`src/xba_consts.vh`:
```
/*
 * Shared constants of the crossbar control block: register offsets, field widths and reset values.
 * Assumes it is included by bare name and that APB addresses are byte addresses.
 */
//
// Behaviour
// - Responses steered back by their transaction ID.
// - Thread bits form the low ID bits.
// - Single-depth master has no thread bits.
// - Full ID is base OR thread bits.
// - Base low bits cleared; upper bits name master.
// - ID width distinguishes every slave-side slot.
// - Response decode matches base and thread width.
// - Cascaded IDs become thread bits, prefixed.
// - ID ranges aligned, power-of-two, non-overlapping.
// - Per-slot write and read acceptance limits.
// - Trackers sized by min(acceptance, 2^threadbits).
// - Per-downstream-slot write and read issuing limits.
// - Counts cover only crossbar-held transactions.
// - Write count drops on response handshake.
// - Read count drops on last-beat handshake.
// - Slots at a limit leave arbitration.
// - Lite slots allow one outstanding transaction.
// - Highest static rank 0..15 wins.
// - All rank zero: round-robin choice.
// - Tied nonzero rank: lowest slot wins.
// - Deadlock-risking slot temporarily excluded.
// - One target per slot thread at once.
`ifndef XBA_CONSTS_VH
`define XBA_CONSTS_VH
`define XBA_ADDR_W 8
`define XBA_REG_RANK 8'h00
`define XBA_REG_WOUT 8'h04
`define XBA_REG_ROUT 8'h08
`define XBA_REG_STAT 8'h0C
`define XBA_RANK_W 4
`define XBA_CNT_W 4
`define XBA_RANK_RST 16'h0000
`define XBA_CH_WRITE 0
`define XBA_CH_READ 1
`endif

```
`src/xba_crossbar_ctrl.v`:
```
/*
 * Crossbar control: ID formation, response steering, acceptance and issuing counters,
 * deadlock guard and rank arbitration for the write and read address channels, plus an APB slave.
 * Assumes all channels are synchronous to core_clk and that address decode is done upstream,
 * delivering each request's downstream target index alongside it.
 * Channel index 0 is write and 1 is read in every packed per-channel port.
 */
// Added by the designer: the APB slave port and the register addresses.
`timescale 1ns/100ps
`default_nettype none
`include "xba_consts.vh"
module xba_crossbar_ctrl #(
    parameter NSI = 4,
    parameter NMI = 2,
    parameter SIW = 2,
    parameter MIW = 1,
    parameter TW = 2,
    parameter IDW = 4,
    parameter [NSI*3-1:0] SLOT_THREAD_BITS = {3'd1, 3'd0, 3'd2, 3'd2},
    parameter [NSI*IDW-1:0] SLOT_TAG_BASE = {4'hA, 4'h8, 4'h4, 4'h0},
    parameter [NSI*`XBA_CNT_W-1:0] SLOT_WRITE_ACCEPT = {4'h4, 4'h4, 4'h4, 4'h4},
    parameter [NSI*`XBA_CNT_W-1:0] SLOT_READ_ACCEPT = {4'h4, 4'h4, 4'h4, 4'h4},
    parameter [NMI*`XBA_CNT_W-1:0] DOWN_WRITE_ISSUE = {4'h8, 4'h8},
    parameter [NMI*`XBA_CNT_W-1:0] DOWN_READ_ISSUE = {4'h8, 4'h8},
    parameter [NSI-1:0] SLOT_LITE = 4'h0,
    parameter [NMI-1:0] DOWN_LITE = 2'h0
) (
    input wire core_clk,
    input wire resetn,
    input wire psel,
    input wire penable,
    input wire pwrite,
    input wire [`XBA_ADDR_W-1:0] paddr,
    input wire [31:0] pwdata,
    output wire pready,
    output reg [31:0] prdata,
    output wire pslverr,
    input wire [2*NSI-1:0] reqValid,
    input wire [2*NSI*MIW-1:0] reqTarget,
    input wire [2*NSI*TW-1:0] reqThread,
    output wire [2*NSI-1:0] reqGrant,
    input wire [1:0] issueReady,
    output reg [1:0] issueValid,
    output reg [2*IDW-1:0] issueTag,
    output reg [2*MIW-1:0] issueTarget,
    input wire [1:0] respValid,
    input wire [1:0] respReady,
    input wire [1:0] respLast,
    input wire [2*IDW-1:0] respTag,
    input wire [2*MIW-1:0] respSource,
    output wire [2*NSI-1:0] respSelect
);
    function [IDW-1:0] lowMask;
        input [2:0] bits;
        begin
            lowMask = ~({IDW{1'b1}} << bits);
        end
    endfunction

    function [2:0] threadBits;
        input integer s;
        begin
            threadBits = SLOT_THREAD_BITS[s*3 +: 3];
        end
    endfunction

    // The low base bits are forced clear, so a stray base bit can never alias a thread value.
    function [IDW-1:0] cleanBase;
        input integer s;
        begin
            cleanBase = SLOT_TAG_BASE[s*IDW +: IDW] & ~lowMask(threadBits(s));
        end
    endfunction

    // Flags a table whose ranges overlap or whose slots cannot all be told apart.
    function cfgFaultCalc;
        input integer dummy;
        integer a;
        integer b;
        reg [IDW-1:0] m;
        begin
            cfgFaultCalc = (dummy != 0);
            m = {IDW{1'b0}};
            for (a = 0; a < NSI; a = a + 1)
            begin
                if ((SLOT_TAG_BASE[a*IDW +: IDW] & lowMask(threadBits(a))) != 0)
                    cfgFaultCalc = 1'b1;
                for (b = a + 1; b < NSI; b = b + 1)
                begin
                    m = ~lowMask(threadBits(a)) & ~lowMask(threadBits(b));
                    if ((cleanBase(a) & m) == (cleanBase(b) & m))
                        cfgFaultCalc = 1'b1;
                end
            end
        end
    endfunction

    // Tracker count per slot; one per possible thread value, never more than acceptance.
    function [`XBA_CNT_W:0] trackDepth;
        input [`XBA_CNT_W-1:0] acc;
        input [2:0] bits;
        reg [`XBA_CNT_W:0] span;
        begin
            span = (bits >= `XBA_CNT_W) ? {1'b1, {`XBA_CNT_W{1'b0}}} : ({{`XBA_CNT_W{1'b0}}, 1'b1} << bits);
            trackDepth = ({1'b0, acc} < span) ? {1'b0, acc} : span;
        end
    endfunction

    localparam CFG_FAULT = 1'b0 | cfgFaultCalc(0);
    localparam [`XBA_CNT_W-1:0] LITE_LIMIT = 1;

    reg [NSI*`XBA_RANK_W-1:0] slotGrantRank;
    reg [`XBA_CNT_W-1:0] slotCount [0:2*NSI-1];
    reg [MIW-1:0] slotTarget [0:2*NSI-1];
    reg [`XBA_CNT_W-1:0] downCount [0:2*NMI-1];
    wire [1:0] chFound;
    wire [2*SIW-1:0] chWinner;
    wire [1:0] chFire;
    reg [NSI-1:0] eligible [0:1];
    reg [IDW-1:0] nextTag [0:1];
    reg [MIW-1:0] nextTarget [0:1];

    genvar ch;
    genvar gs;
    genvar gm;
    generate
        for (ch = 0; ch < 2; ch = ch + 1)
        begin : chan
            wire respFire = respValid[ch] & respReady[ch];
            // A write ends on its response; a read only on the beat marked last.
            wire respDone = respFire & (respLast[ch] | (ch == `XBA_CH_WRITE));
            wire [MIW-1:0] respMi = respSource[ch*MIW +: MIW];
            wire [SIW-1:0] win = chWinner[ch*SIW +: SIW];
            integer s;
            integer t;
            reg [MIW-1:0] tgt;
            reg [`XBA_CNT_W-1:0] lim;
            reg [`XBA_CNT_W-1:0] dlim;
            reg [TW-1:0] thr;
            reg [IDW-1:0] thrWide;

            always @*
            begin
                eligible[ch] = {NSI{1'b0}};
                tgt = {MIW{1'b0}};
                lim = {`XBA_CNT_W{1'b0}};
                dlim = {`XBA_CNT_W{1'b0}};
                for (s = 0; s < NSI; s = s + 1)
                begin
                    tgt = reqTarget[(ch*NSI+s)*MIW +: MIW];
                    lim = (ch == `XBA_CH_WRITE) ? SLOT_WRITE_ACCEPT[s*`XBA_CNT_W +: `XBA_CNT_W]
                        : SLOT_READ_ACCEPT[s*`XBA_CNT_W +: `XBA_CNT_W];
                    if (SLOT_LITE[s])
                        lim = LITE_LIMIT;
                    dlim = (ch == `XBA_CH_WRITE) ? DOWN_WRITE_ISSUE[tgt*`XBA_CNT_W +: `XBA_CNT_W]
                        : DOWN_READ_ISSUE[tgt*`XBA_CNT_W +: `XBA_CNT_W];
                    if (DOWN_LITE[tgt])
                        dlim = LITE_LIMIT;
                    // Only counts held here are compared; upstream or downstream buffers are not seen.
                    eligible[ch][s] = reqValid[ch*NSI+s]
                        & (slotCount[ch*NSI+s] < lim)
                        & (downCount[ch*NMI+tgt] < dlim)
                        // The guard is kept per slot rather than per thread: safe, but a slot
                        // with two threads bound for different targets serialises them.
                        & (slotCount[ch*NSI+s] == 0 || slotTarget[ch*NSI+s] == tgt);
                end
            end

            xba_grant_arbiter #(
                .NSI(NSI),
                .IW(SIW)
            ) arb (
                .core_clk(core_clk),
                .resetn(resetn),
                .req(eligible[ch]),
                .ranks(slotGrantRank),
                .fire(chFire[ch]),
                .found(chFound[ch]),
                .winner(chWinner[ch*SIW +: SIW])
            );

            assign chFire[ch] = chFound[ch] & issueReady[ch];

            always @*
            begin
                thr = reqThread[(ch*NSI+win)*TW +: TW];
                thrWide = {IDW{1'b0}};
                thrWide[TW-1:0] = thr;
                nextTag[ch] = {IDW{1'b0}};
                // A loop index of its own: sharing one with the eligibility process would
                // let each process retrigger the other without end.
                for (t = 0; t < NSI; t = t + 1)
                begin
                    if (win == t)
                        nextTag[ch] = cleanBase(t) | (thrWide & lowMask(threadBits(t)));
                end
                nextTarget[ch] = reqTarget[(ch*NSI+win)*MIW +: MIW];
            end

            for (gs = 0; gs < NSI; gs = gs + 1)
            begin : slot
                wire inc = chFire[ch] && win == gs;
                // The upper tag bits name the slot; a cascaded feed is matched the same way.
                wire dec = respDone && ((respTag[ch*IDW +: IDW] & ~lowMask(threadBits(gs)))
                    == cleanBase(gs));
                assign reqGrant[ch*NSI+gs] = inc;
                assign respSelect[ch*NSI+gs] = respValid[ch]
                    && ((respTag[ch*IDW +: IDW] & ~lowMask(threadBits(gs))) == cleanBase(gs));
                always @(posedge core_clk)
                begin
                    if (!resetn)
                    begin
                        slotCount[ch*NSI+gs] <= {`XBA_CNT_W{1'b0}};
                        slotTarget[ch*NSI+gs] <= {MIW{1'b0}};
                    end
                    else
                    begin
                        if (inc && !dec)
                            slotCount[ch*NSI+gs] <= slotCount[ch*NSI+gs] + 1'b1;
                        else if (dec && !inc)
                            slotCount[ch*NSI+gs] <= slotCount[ch*NSI+gs] - 1'b1;
                        if (inc)
                            slotTarget[ch*NSI+gs] <= nextTarget[ch];
                    end
                end
            end

            for (gm = 0; gm < NMI; gm = gm + 1)
            begin : down
                wire inc = chFire[ch] && nextTarget[ch] == gm;
                wire dec = respDone && respMi == gm;
                always @(posedge core_clk)
                begin
                    if (!resetn)
                        downCount[ch*NMI+gm] <= {`XBA_CNT_W{1'b0}};
                    else if (inc && !dec)
                        downCount[ch*NMI+gm] <= downCount[ch*NMI+gm] + 1'b1;
                    else if (dec && !inc)
                        downCount[ch*NMI+gm] <= downCount[ch*NMI+gm] - 1'b1;
                end
            end

            always @(posedge core_clk)
            begin
                if (!resetn)
                begin
                    issueValid[ch] <= 1'b0;
                    issueTag[ch*IDW +: IDW] <= {IDW{1'b0}};
                    issueTarget[ch*MIW +: MIW] <= {MIW{1'b0}};
                end
                else
                begin
                    issueValid[ch] <= chFire[ch];
                    if (chFire[ch])
                    begin
                        issueTag[ch*IDW +: IDW] <= nextTag[ch];
                        issueTarget[ch*MIW +: MIW] <= nextTarget[ch];
                    end
                end
            end
        end
    endgenerate

    // APB slave: zero wait states, read data captured in the setup cycle.
    wire setup = psel & ~penable;
    wire access = psel & penable;
    wire mapped = paddr == `XBA_REG_RANK || paddr == `XBA_REG_WOUT
        || paddr == `XBA_REG_ROUT || paddr == `XBA_REG_STAT;
    assign pready = 1'b1;
    assign pslverr = access & ~mapped;

    reg [31:0] next_prdata;
    reg [3:0] depthSum;
    integer j;
    always @*
    begin
        next_prdata = 32'h0000_0000;
        depthSum = 4'h0;
        for (j = 0; j < NSI; j = j + 1)
        begin
            if (trackDepth(SLOT_READ_ACCEPT[j*`XBA_CNT_W +: `XBA_CNT_W], threadBits(j)) > 1)
                depthSum = depthSum + 1'b1;
        end
        case (paddr)
            `XBA_REG_RANK:
                next_prdata[NSI*`XBA_RANK_W-1:0] = slotGrantRank;
            `XBA_REG_WOUT:
                for (j = 0; j < NSI; j = j + 1)
                    next_prdata[j*`XBA_CNT_W +: `XBA_CNT_W] = slotCount[`XBA_CH_WRITE*NSI+j];
            `XBA_REG_ROUT:
                for (j = 0; j < NSI; j = j + 1)
                    next_prdata[j*`XBA_CNT_W +: `XBA_CNT_W] = slotCount[`XBA_CH_READ*NSI+j];
            `XBA_REG_STAT:
                next_prdata = {24'h00_0000, depthSum, 3'h0, CFG_FAULT};
            default:
                next_prdata = 32'h0000_0000;
        endcase
    end

    always @(posedge core_clk)
    begin
        if (!resetn)
        begin
            prdata <= 32'h0000_0000;
            slotGrantRank <= `XBA_RANK_RST;
        end
        else
        begin
            if (setup && !pwrite)
                prdata <= next_prdata;
            if (access && pwrite && paddr == `XBA_REG_RANK)
                slotGrantRank <= pwdata[NSI*`XBA_RANK_W-1:0];
        end
    end
endmodule // xba_crossbar_ctrl
`default_nettype wire

```
`src/xba_grant_arbiter.v`:
```
/*
 * Static-rank arbiter with a round-robin fallback for rank zero.
 * Assumes requests are already qualified and that a grant is used in the cycle it is shown.
 */
`timescale 1ns/100ps
`default_nettype none
`include "xba_consts.vh"
module xba_grant_arbiter #(
    parameter NSI = 4,
    parameter IW = 2
) (
    input wire core_clk,
    input wire resetn,
    input wire [NSI-1:0] req,
    input wire [NSI*`XBA_RANK_W-1:0] ranks,
    input wire fire,
    output reg found,
    output reg [IW-1:0] winner
);
    reg [IW-1:0] rrPtr;
    reg [`XBA_RANK_W-1:0] best;
    reg [`XBA_RANK_W-1:0] r;
    reg [IW:0] k;
    integer i;
    always @*
    begin
        best = {`XBA_RANK_W{1'b0}};
        found = 1'b0;
        winner = {IW{1'b0}};
        r = {`XBA_RANK_W{1'b0}};
        k = {(IW+1){1'b0}};
        for (i = 0; i < NSI; i = i + 1)
        begin
            r = ranks[i*`XBA_RANK_W +: `XBA_RANK_W];
            if (req[i] && r > best)
                best = r;
        end
        if (best != {`XBA_RANK_W{1'b0}})
        begin
            for (i = NSI - 1; i >= 0; i = i - 1)
            begin
                r = ranks[i*`XBA_RANK_W +: `XBA_RANK_W];
                if (req[i] && r == best)
                begin
                    found = 1'b1;
                    winner = i[IW-1:0];
                end
            end
        end
        else
        begin
            // Search from the pointer upward so each slot waits at most NSI-1 grants.
            for (i = NSI - 1; i >= 0; i = i - 1)
            begin
                k = {1'b0, rrPtr} + i[IW:0];
                if (k >= NSI)
                    k = k - NSI[IW:0];
                if (req[k[IW-1:0]])
                begin
                    found = 1'b1;
                    winner = k[IW-1:0];
                end
            end
        end
    end
    always @(posedge core_clk)
    begin
        if (!resetn)
            rrPtr <= {IW{1'b0}};
        else if (fire && best == {`XBA_RANK_W{1'b0}})
            rrPtr <= (winner == NSI - 1) ? {IW{1'b0}} : winner + 1'b1;
    end
endmodule // xba_grant_arbiter
`default_nettype wire

```
`config.mk`:
```
export PLATFORM = sky130hd
export DESIGN_NAME = xba_crossbar_ctrl
export DESIGN_NICKNAME = d
export VERILOG_FILES = /design/src/xba_crossbar_ctrl.v /design/src/xba_grant_arbiter.v
export VERILOG_INCLUDE_DIRS = /design/src
export SDC_FILE = /design/constraint.sdc
export NUM_CORES = 1
export LEC_CHECK = 0
export BUFFER_PORTS_ARGS = -buffer_cell sky130_fd_sc_hd__buf_2
export CORE_ASPECT_RATIO = 1.2
export CORE_UTILIZATION = 58
export DETAILED_ROUTE_END_ITERATION = 8
export PLACE_DENSITY = 0.9
export SYNTH_ARGS = -nofsm -noshare
export SYNTH_HDL_FRONTEND = slang
export SYNTH_HIERARCHICAL = 1
export SYNTH_SLANG_ARGS = --single-unit
```
`constraint.sdc`:
```
create_clock -name core_clk -period 13.84 [get_ports core_clk]
set_input_delay 2.768 -clock core_clk [delete_from_list [all_inputs] [get_ports core_clk]]
set_output_delay 2.768 -clock core_clk [all_outputs]
set_load 0.005 [all_outputs]
```
## Yosys cells after proc, flatten, opt, wreduce, memory -nomap -nowiden

Memories as Yosys holds them, arrays and structs flattened.
Cells that the tools add are included.
Widths: inputs -> output; s select.

- Bits in registers: 48
- Latch bits: 0
- RAM bits: 56
- Memory bits (read-only): 0
- Word-level logic and storage cells: 592
- Memories: 3

- Add/sub/neg operators: 45
- Multiply operators: 0
- Div/mod/pow operators: 0
- Order comparisons: 47
- Equal/unequal tests: 31
- Shift-type cells: 12
- Multiplexer cells: 244
- Bitwise gates (word level): 70
- Reductions and logical operators: 130

Memory list:

| name | words | width | rd ports | clocked after Yosys merged registers in | write ports | RTL line | RTL |
|---|---|---|---|---|---|---|---|
| slotCount | 8 | 4 | 8 | 0 | 8 | xba_crossbar_ctrl.v:113 | `` reg [`XBA_CNT_W-1:0] slotCount [0:2*NSI-1]; `` |
| downCount | 4 | 4 | 12 | 0 | 4 | xba_crossbar_ctrl.v:115 | `` reg [`XBA_CNT_W-1:0] downCount [0:2*NMI-1]; `` |
| slotTarget | 8 | 1 | 8 | 0 | 8 | xba_crossbar_ctrl.v:114 | `reg [MIW-1:0] slotTarget [0:2*NSI-1];` |

Operators with widths:

| kind | number |
|---|---|
| $mux 4 | 45 |
| $mux 1 | 151 |
| $logic_and 1x1->1 | 77 |
| $mux 2 | 38 |
| $pmux 16 s4 | 1 |
| $shiftx 8x4->4 const A | 8 |
| $add 4x1->4 const B | 12 |
| $logic_not 4->1 | 12 |
| $sub 4x1->4 const B | 12 |
| $shiftx 16x33->2 | 1 |
| $and 1x1->1 | 32 |
| $eq 4x4->1 | 8 |
| $lt 4x3->1 const B | 8 |
| $lt 4x4->1 | 8 |
| $or 1x1->1 | 32 |
| $logic_not 1->1 | 25 |
| $gt 4x4->1 | 6 |
| $lt 2x3->1 const B | 8 |
| $ge 3x3->1 const B | 6 |
| $bmux 1 s2 | 8 |
| $eq 8x4->1 const B | 2 |
| $lt 1x2->1 const B | 8 |
| $shiftx 16x4->2 | 1 |
| $sub 2x1->2 const B | 8 |
| other kinds (21) | 62 |

## Depth between registers and ports, before layout

- Depth in word-level cells: 37
- Gate-level depth with buffers: 42

## Modules after synthesis

The synthesis kept the hierarchy.

By module, submodules not included:

| module | times used | cells each | area each (um^2) |
|---|---|---|---|
| xba_crossbar_ctrl | 1 | 718 | 6412.4 |
| xba_grant_arbiter | 2 | 143 | 1166.1 |

## Worst setup path after synthesis

Ideal clock, no wire load.

- Kind: in2out
- Start: input reqTarget[0]
- End: output reqGrant[1]
- Data arrival time: 8.944 ns
- Required time: 11.072 ns
- Slack: 2.128 ns
- Stages on the path: 33
- Cells stage by stage: a211oi_1 -> a21oi_1 -> nor4b_1 -> buf_2 -> nand2_1 -> ha_1 -> nand4_1 -> nand2_1 -> a21oi_1 -> mux2i_1 -> inv_1 -> ha_1 -> and2b_2 -> o2111ai_4 -> nand4_4 -> a22o_2 -> ha_1 -> nor2b_1 -> o21a_1 -> o21a_1 -> o211ai_1 -> nand2_1 -> a41oi_1 -> a211oi_4 -> xnor2_1 -> a211oi_1 -> and2_1 -> o31ai_1 -> clkbuf_1 -> and3b_1 -> nand2_1 -> inv_1 -> buf_4

RTL lines:

| element | RTL line | RTL |
|---|---|---|
| start: declaration | xba_crossbar_ctrl.v:39 | `input wire [2*NSI*MIW-1:0] reqTarget,` |
| end: declaration | xba_crossbar_ctrl.v:41 | `output wire [2*NSI-1:0] reqGrant,` |

==> results.yml <==
global_routing:
  grt_max_degree: 48
  antenna_found_initial: 0
  grt_use_total_pct: 29.6
  gr-total-overflow: 0
  grt_pass1_vias: 7608
  grt_pass1_wl_mm: 36.3
pwr:
  internal_power_w: 0.000549
  ir_drop_mv: 0.0531
  p_total_w: 0.000784
  clock_power_share_pct: 34.8
  pwr-share-seq_pct: 47.2
  swShare_pct: 30.0
  p_per_area_nw_per_um2: 81.1
  p_leak_nw: 4.36
  comb_power_share_pct: 18.0
  switching_power_w: 0.000235
clock_network:
  clkTransAtPathRegs_ns: 0.07
  cts_tree: "done"
  cts_buffers: 9
  clock_path_buffers: 2
  root_buffer: "clkbuf_16"
  clock_sinks: 104
  insertion_delay_ns: 0.37
  htree_num_levels: 3
  hold_buffers: 0
  postCtsResizedCells: 0
  cts_setup_buffers: 0
place:
  place_congestion: 0.905
  io_buffers: 116
  hpwl_mm: 17.1
timing:
  hold_viol_final: 0
  rsz0062_at_grt: "false"
  layout_min_cycle_time_ns: 12.90
  worst_pin_slew_ns: 1.12
  timing.final.crit_share_pct: 93.2
  setup_viol: 0
  maxSlewHeadroom_pct: 25.0
  fmax_mhz: 77.5
  worst_clock_skew_ns: 0.00854
  fin_setup_tns_ns: 0
  drv_slew: 0
final_layout:
  diodes: 0
  most-common-layout-cells: "buf_2, nand2_1, nor2_1"
  multi_input_area_um2: 5490
  final_common_cell: "buf_2"
  fin_nets: 1244
  syn2layout_area_growth_pct: 10.6
  regArea_um2: 2630
  drive_gt1_share_pct: 18.6
  num-fill-cells: 1150
logic_synthesis:
  synth.top_cell.area_share_pct: 18.9
  syn_inst: 1004
  synthDistinctLibCells: 83
  postSynth.asyncResetShare_pct: 0
  ys_seq_area_share_pct: 30.1
  ys_ff_latch: 104
  syn_area_per_cell_um2: 8.71
  synth_top_cell_by_area: "edfxtp_1"
  yosys_warnings: 6
  synth_edf_count: 55
  synth_area_leaders: "edfxtp_1, dfxtp_1, ha_1"
  syn_area_um2: 8740
  ys_dominant_reg_cell: "edfxtp_1"
detailed_routing:
  viasPerCell: 6.16
  drtAntennaViolNets: 0
  dr_wl_met2_mm: 11.2
  route.met3.wl_mm: 1.62
  vias: 8009
  highest_layer: "met4"
  drcViolationCount: 0
  drt-total-wl_mm: 22.6
  dr.pass1.iters: 6
  wl_met1_mm: 8.99
  wl_per_cell_um: 17.4
  drtIter0Drc: 679
die:
  ioPinCount: 157
  start_util_pct: 60.2
  die_h_um: 137
  num_rows: 48
  die_w_um: 114
  coreArea_um2: 14500
  dieArea_um2: 15600
setup_path:
  path_max_fanout: 12
  reg2reg_depth: 37
  endpoint_kind: "primary output"
  crit_top_cell: "ha_1"
  crit_type: "in -> out"
  reg2reg_slack_ns: 4.48
  r2r-end: "downCount[0][3]"
  max_stage_delay_ns: 0.73
  crit_buf_inv: 5
  crit_path_start_kind: "input port"
  cp.required_ns: 11.07
  cp_top_family: "compound AO/OA/AOI/OAI gates"
  arrival_ns: 10.13
  cp_slowest_cell: "o31ai_2"
  r2r_start: "slotCount[0][0]"
hold_path:
  holdCritPathClass: "reg -> reg"
  min_from: "issueTag[2]"
  hold_end: "issueTag[2]"
  hold_depth: 2
run:
  maxCapViolCount: 0
status:
  status: "finished, final reports clean"
[area by class of cell]
type                    instances  area share, %
multi-input cells             770           56.8
flip-flops and latches        104           27.2
repair buffers                129           7.01
inverters                      82           3.18
well taps                     200           2.59
clock buffers                   9           2.33
clock inverters                 7          0.880
[tightest hold or removal path, delay by kind of cell (launching register included)]
family	cells	cell delay, ns
flip-flops	1	0.31
AND/OR/NAND/NOR	1	0.05
AO/OA/AOI/OAI	1	0.05
[state kept, by name, indices dropped and copies added, names as in the netlist]
name and cells:
issueTag 8, slotTarget 8, slotGrantRank 16, slotCount 32, issueValid 2, downCount 16
chan.arb/rrPtr 4, issueTarget 2, prdata 16
[power groups by stage]
stage / Sequential (W) / Clock (W) / Combinational (W)
2_1_floorplan: 0.000367 / 0 / 0.000105
3_3_place_gp: 0.000375 / 0 / 0.000132
3_5_place_dp: 0.000376 / 0 / 0.000137
4_1_cts: 0.000369 / 0.000276 / 0.000139
5_1_grt: 0.000373 / 0.000286 / 0.000156
6_report: 0.000370 / 0.000273 / 0.000141
[Yosys cell counts (8+ instances only)]
cell,count
nand2_1,101
nor2_1,96
inv_1,82
edfxtp_1,55
ha_1,51
a21oi_1,50
dfxtp_1,49
mux2i_1,48
xnor2_1,35
o21ai_0,27
buf_4,25
clkbuf_1,25
nor3_1,21
o21a_1,20
o22ai_1,20
nand3_1,19
a22oi_1,17
nand4_1,15
xor2_1,15
o221ai_1,12
a211oi_1,11
and3_1,11
and2_1,10
nor2b_1,10
a21o_2,8
[how the worst max path moves through the flow]
stage / startpoint / end / depth (start not counted)
floorplan: reqTarget[0] / reqGrant[1] / 33
global placement: reqTarget[0] / reqGrant[3] / 32
detailed placement: reqTarget[0] / reqGrant[3] / 32
CTS: reqTarget[0] / reqGrant[3] / 32
global route: reqTarget[0] / reqGrant[3] / 32
finish: reqTarget[0] / reqGrant[3] / 32
[stage by stage]
stage          hold slack, ns  worst slack (ns)  instances  cell area (um2)  util [%]
2_1_floorplan           0.453              2.13       1019             8800         -
3_3_place_gp            0.442              1.34       1285             9360      64.4
3_5_place_dp            0.445              1.07       1285             9360      64.4
4_1_cts                 0.456              1.03       1301             9670      66.5
5_1_grt                 0.479             0.502       1301             9670      66.5
6_report                0.454             0.941       1301             9670      66.5
[layer usage]
layer  track usage (%)  up-vias
met1              36.1     3790
met4              14.1        0
met2              50.9      347
met5                 0        -
met3              5.05       65
li1                  -     3807
[cell families after synthesis]
family	share of synthesized area, %
fa+ha+maj	7.76
simple gates	20.5
other cells	0.0859
buf+inv	7.93
xor+xnor	5.01
mux	7.61
compound gates	21.0
flops	30.1
Note: power is estimated with default switching activity, not from simulation.
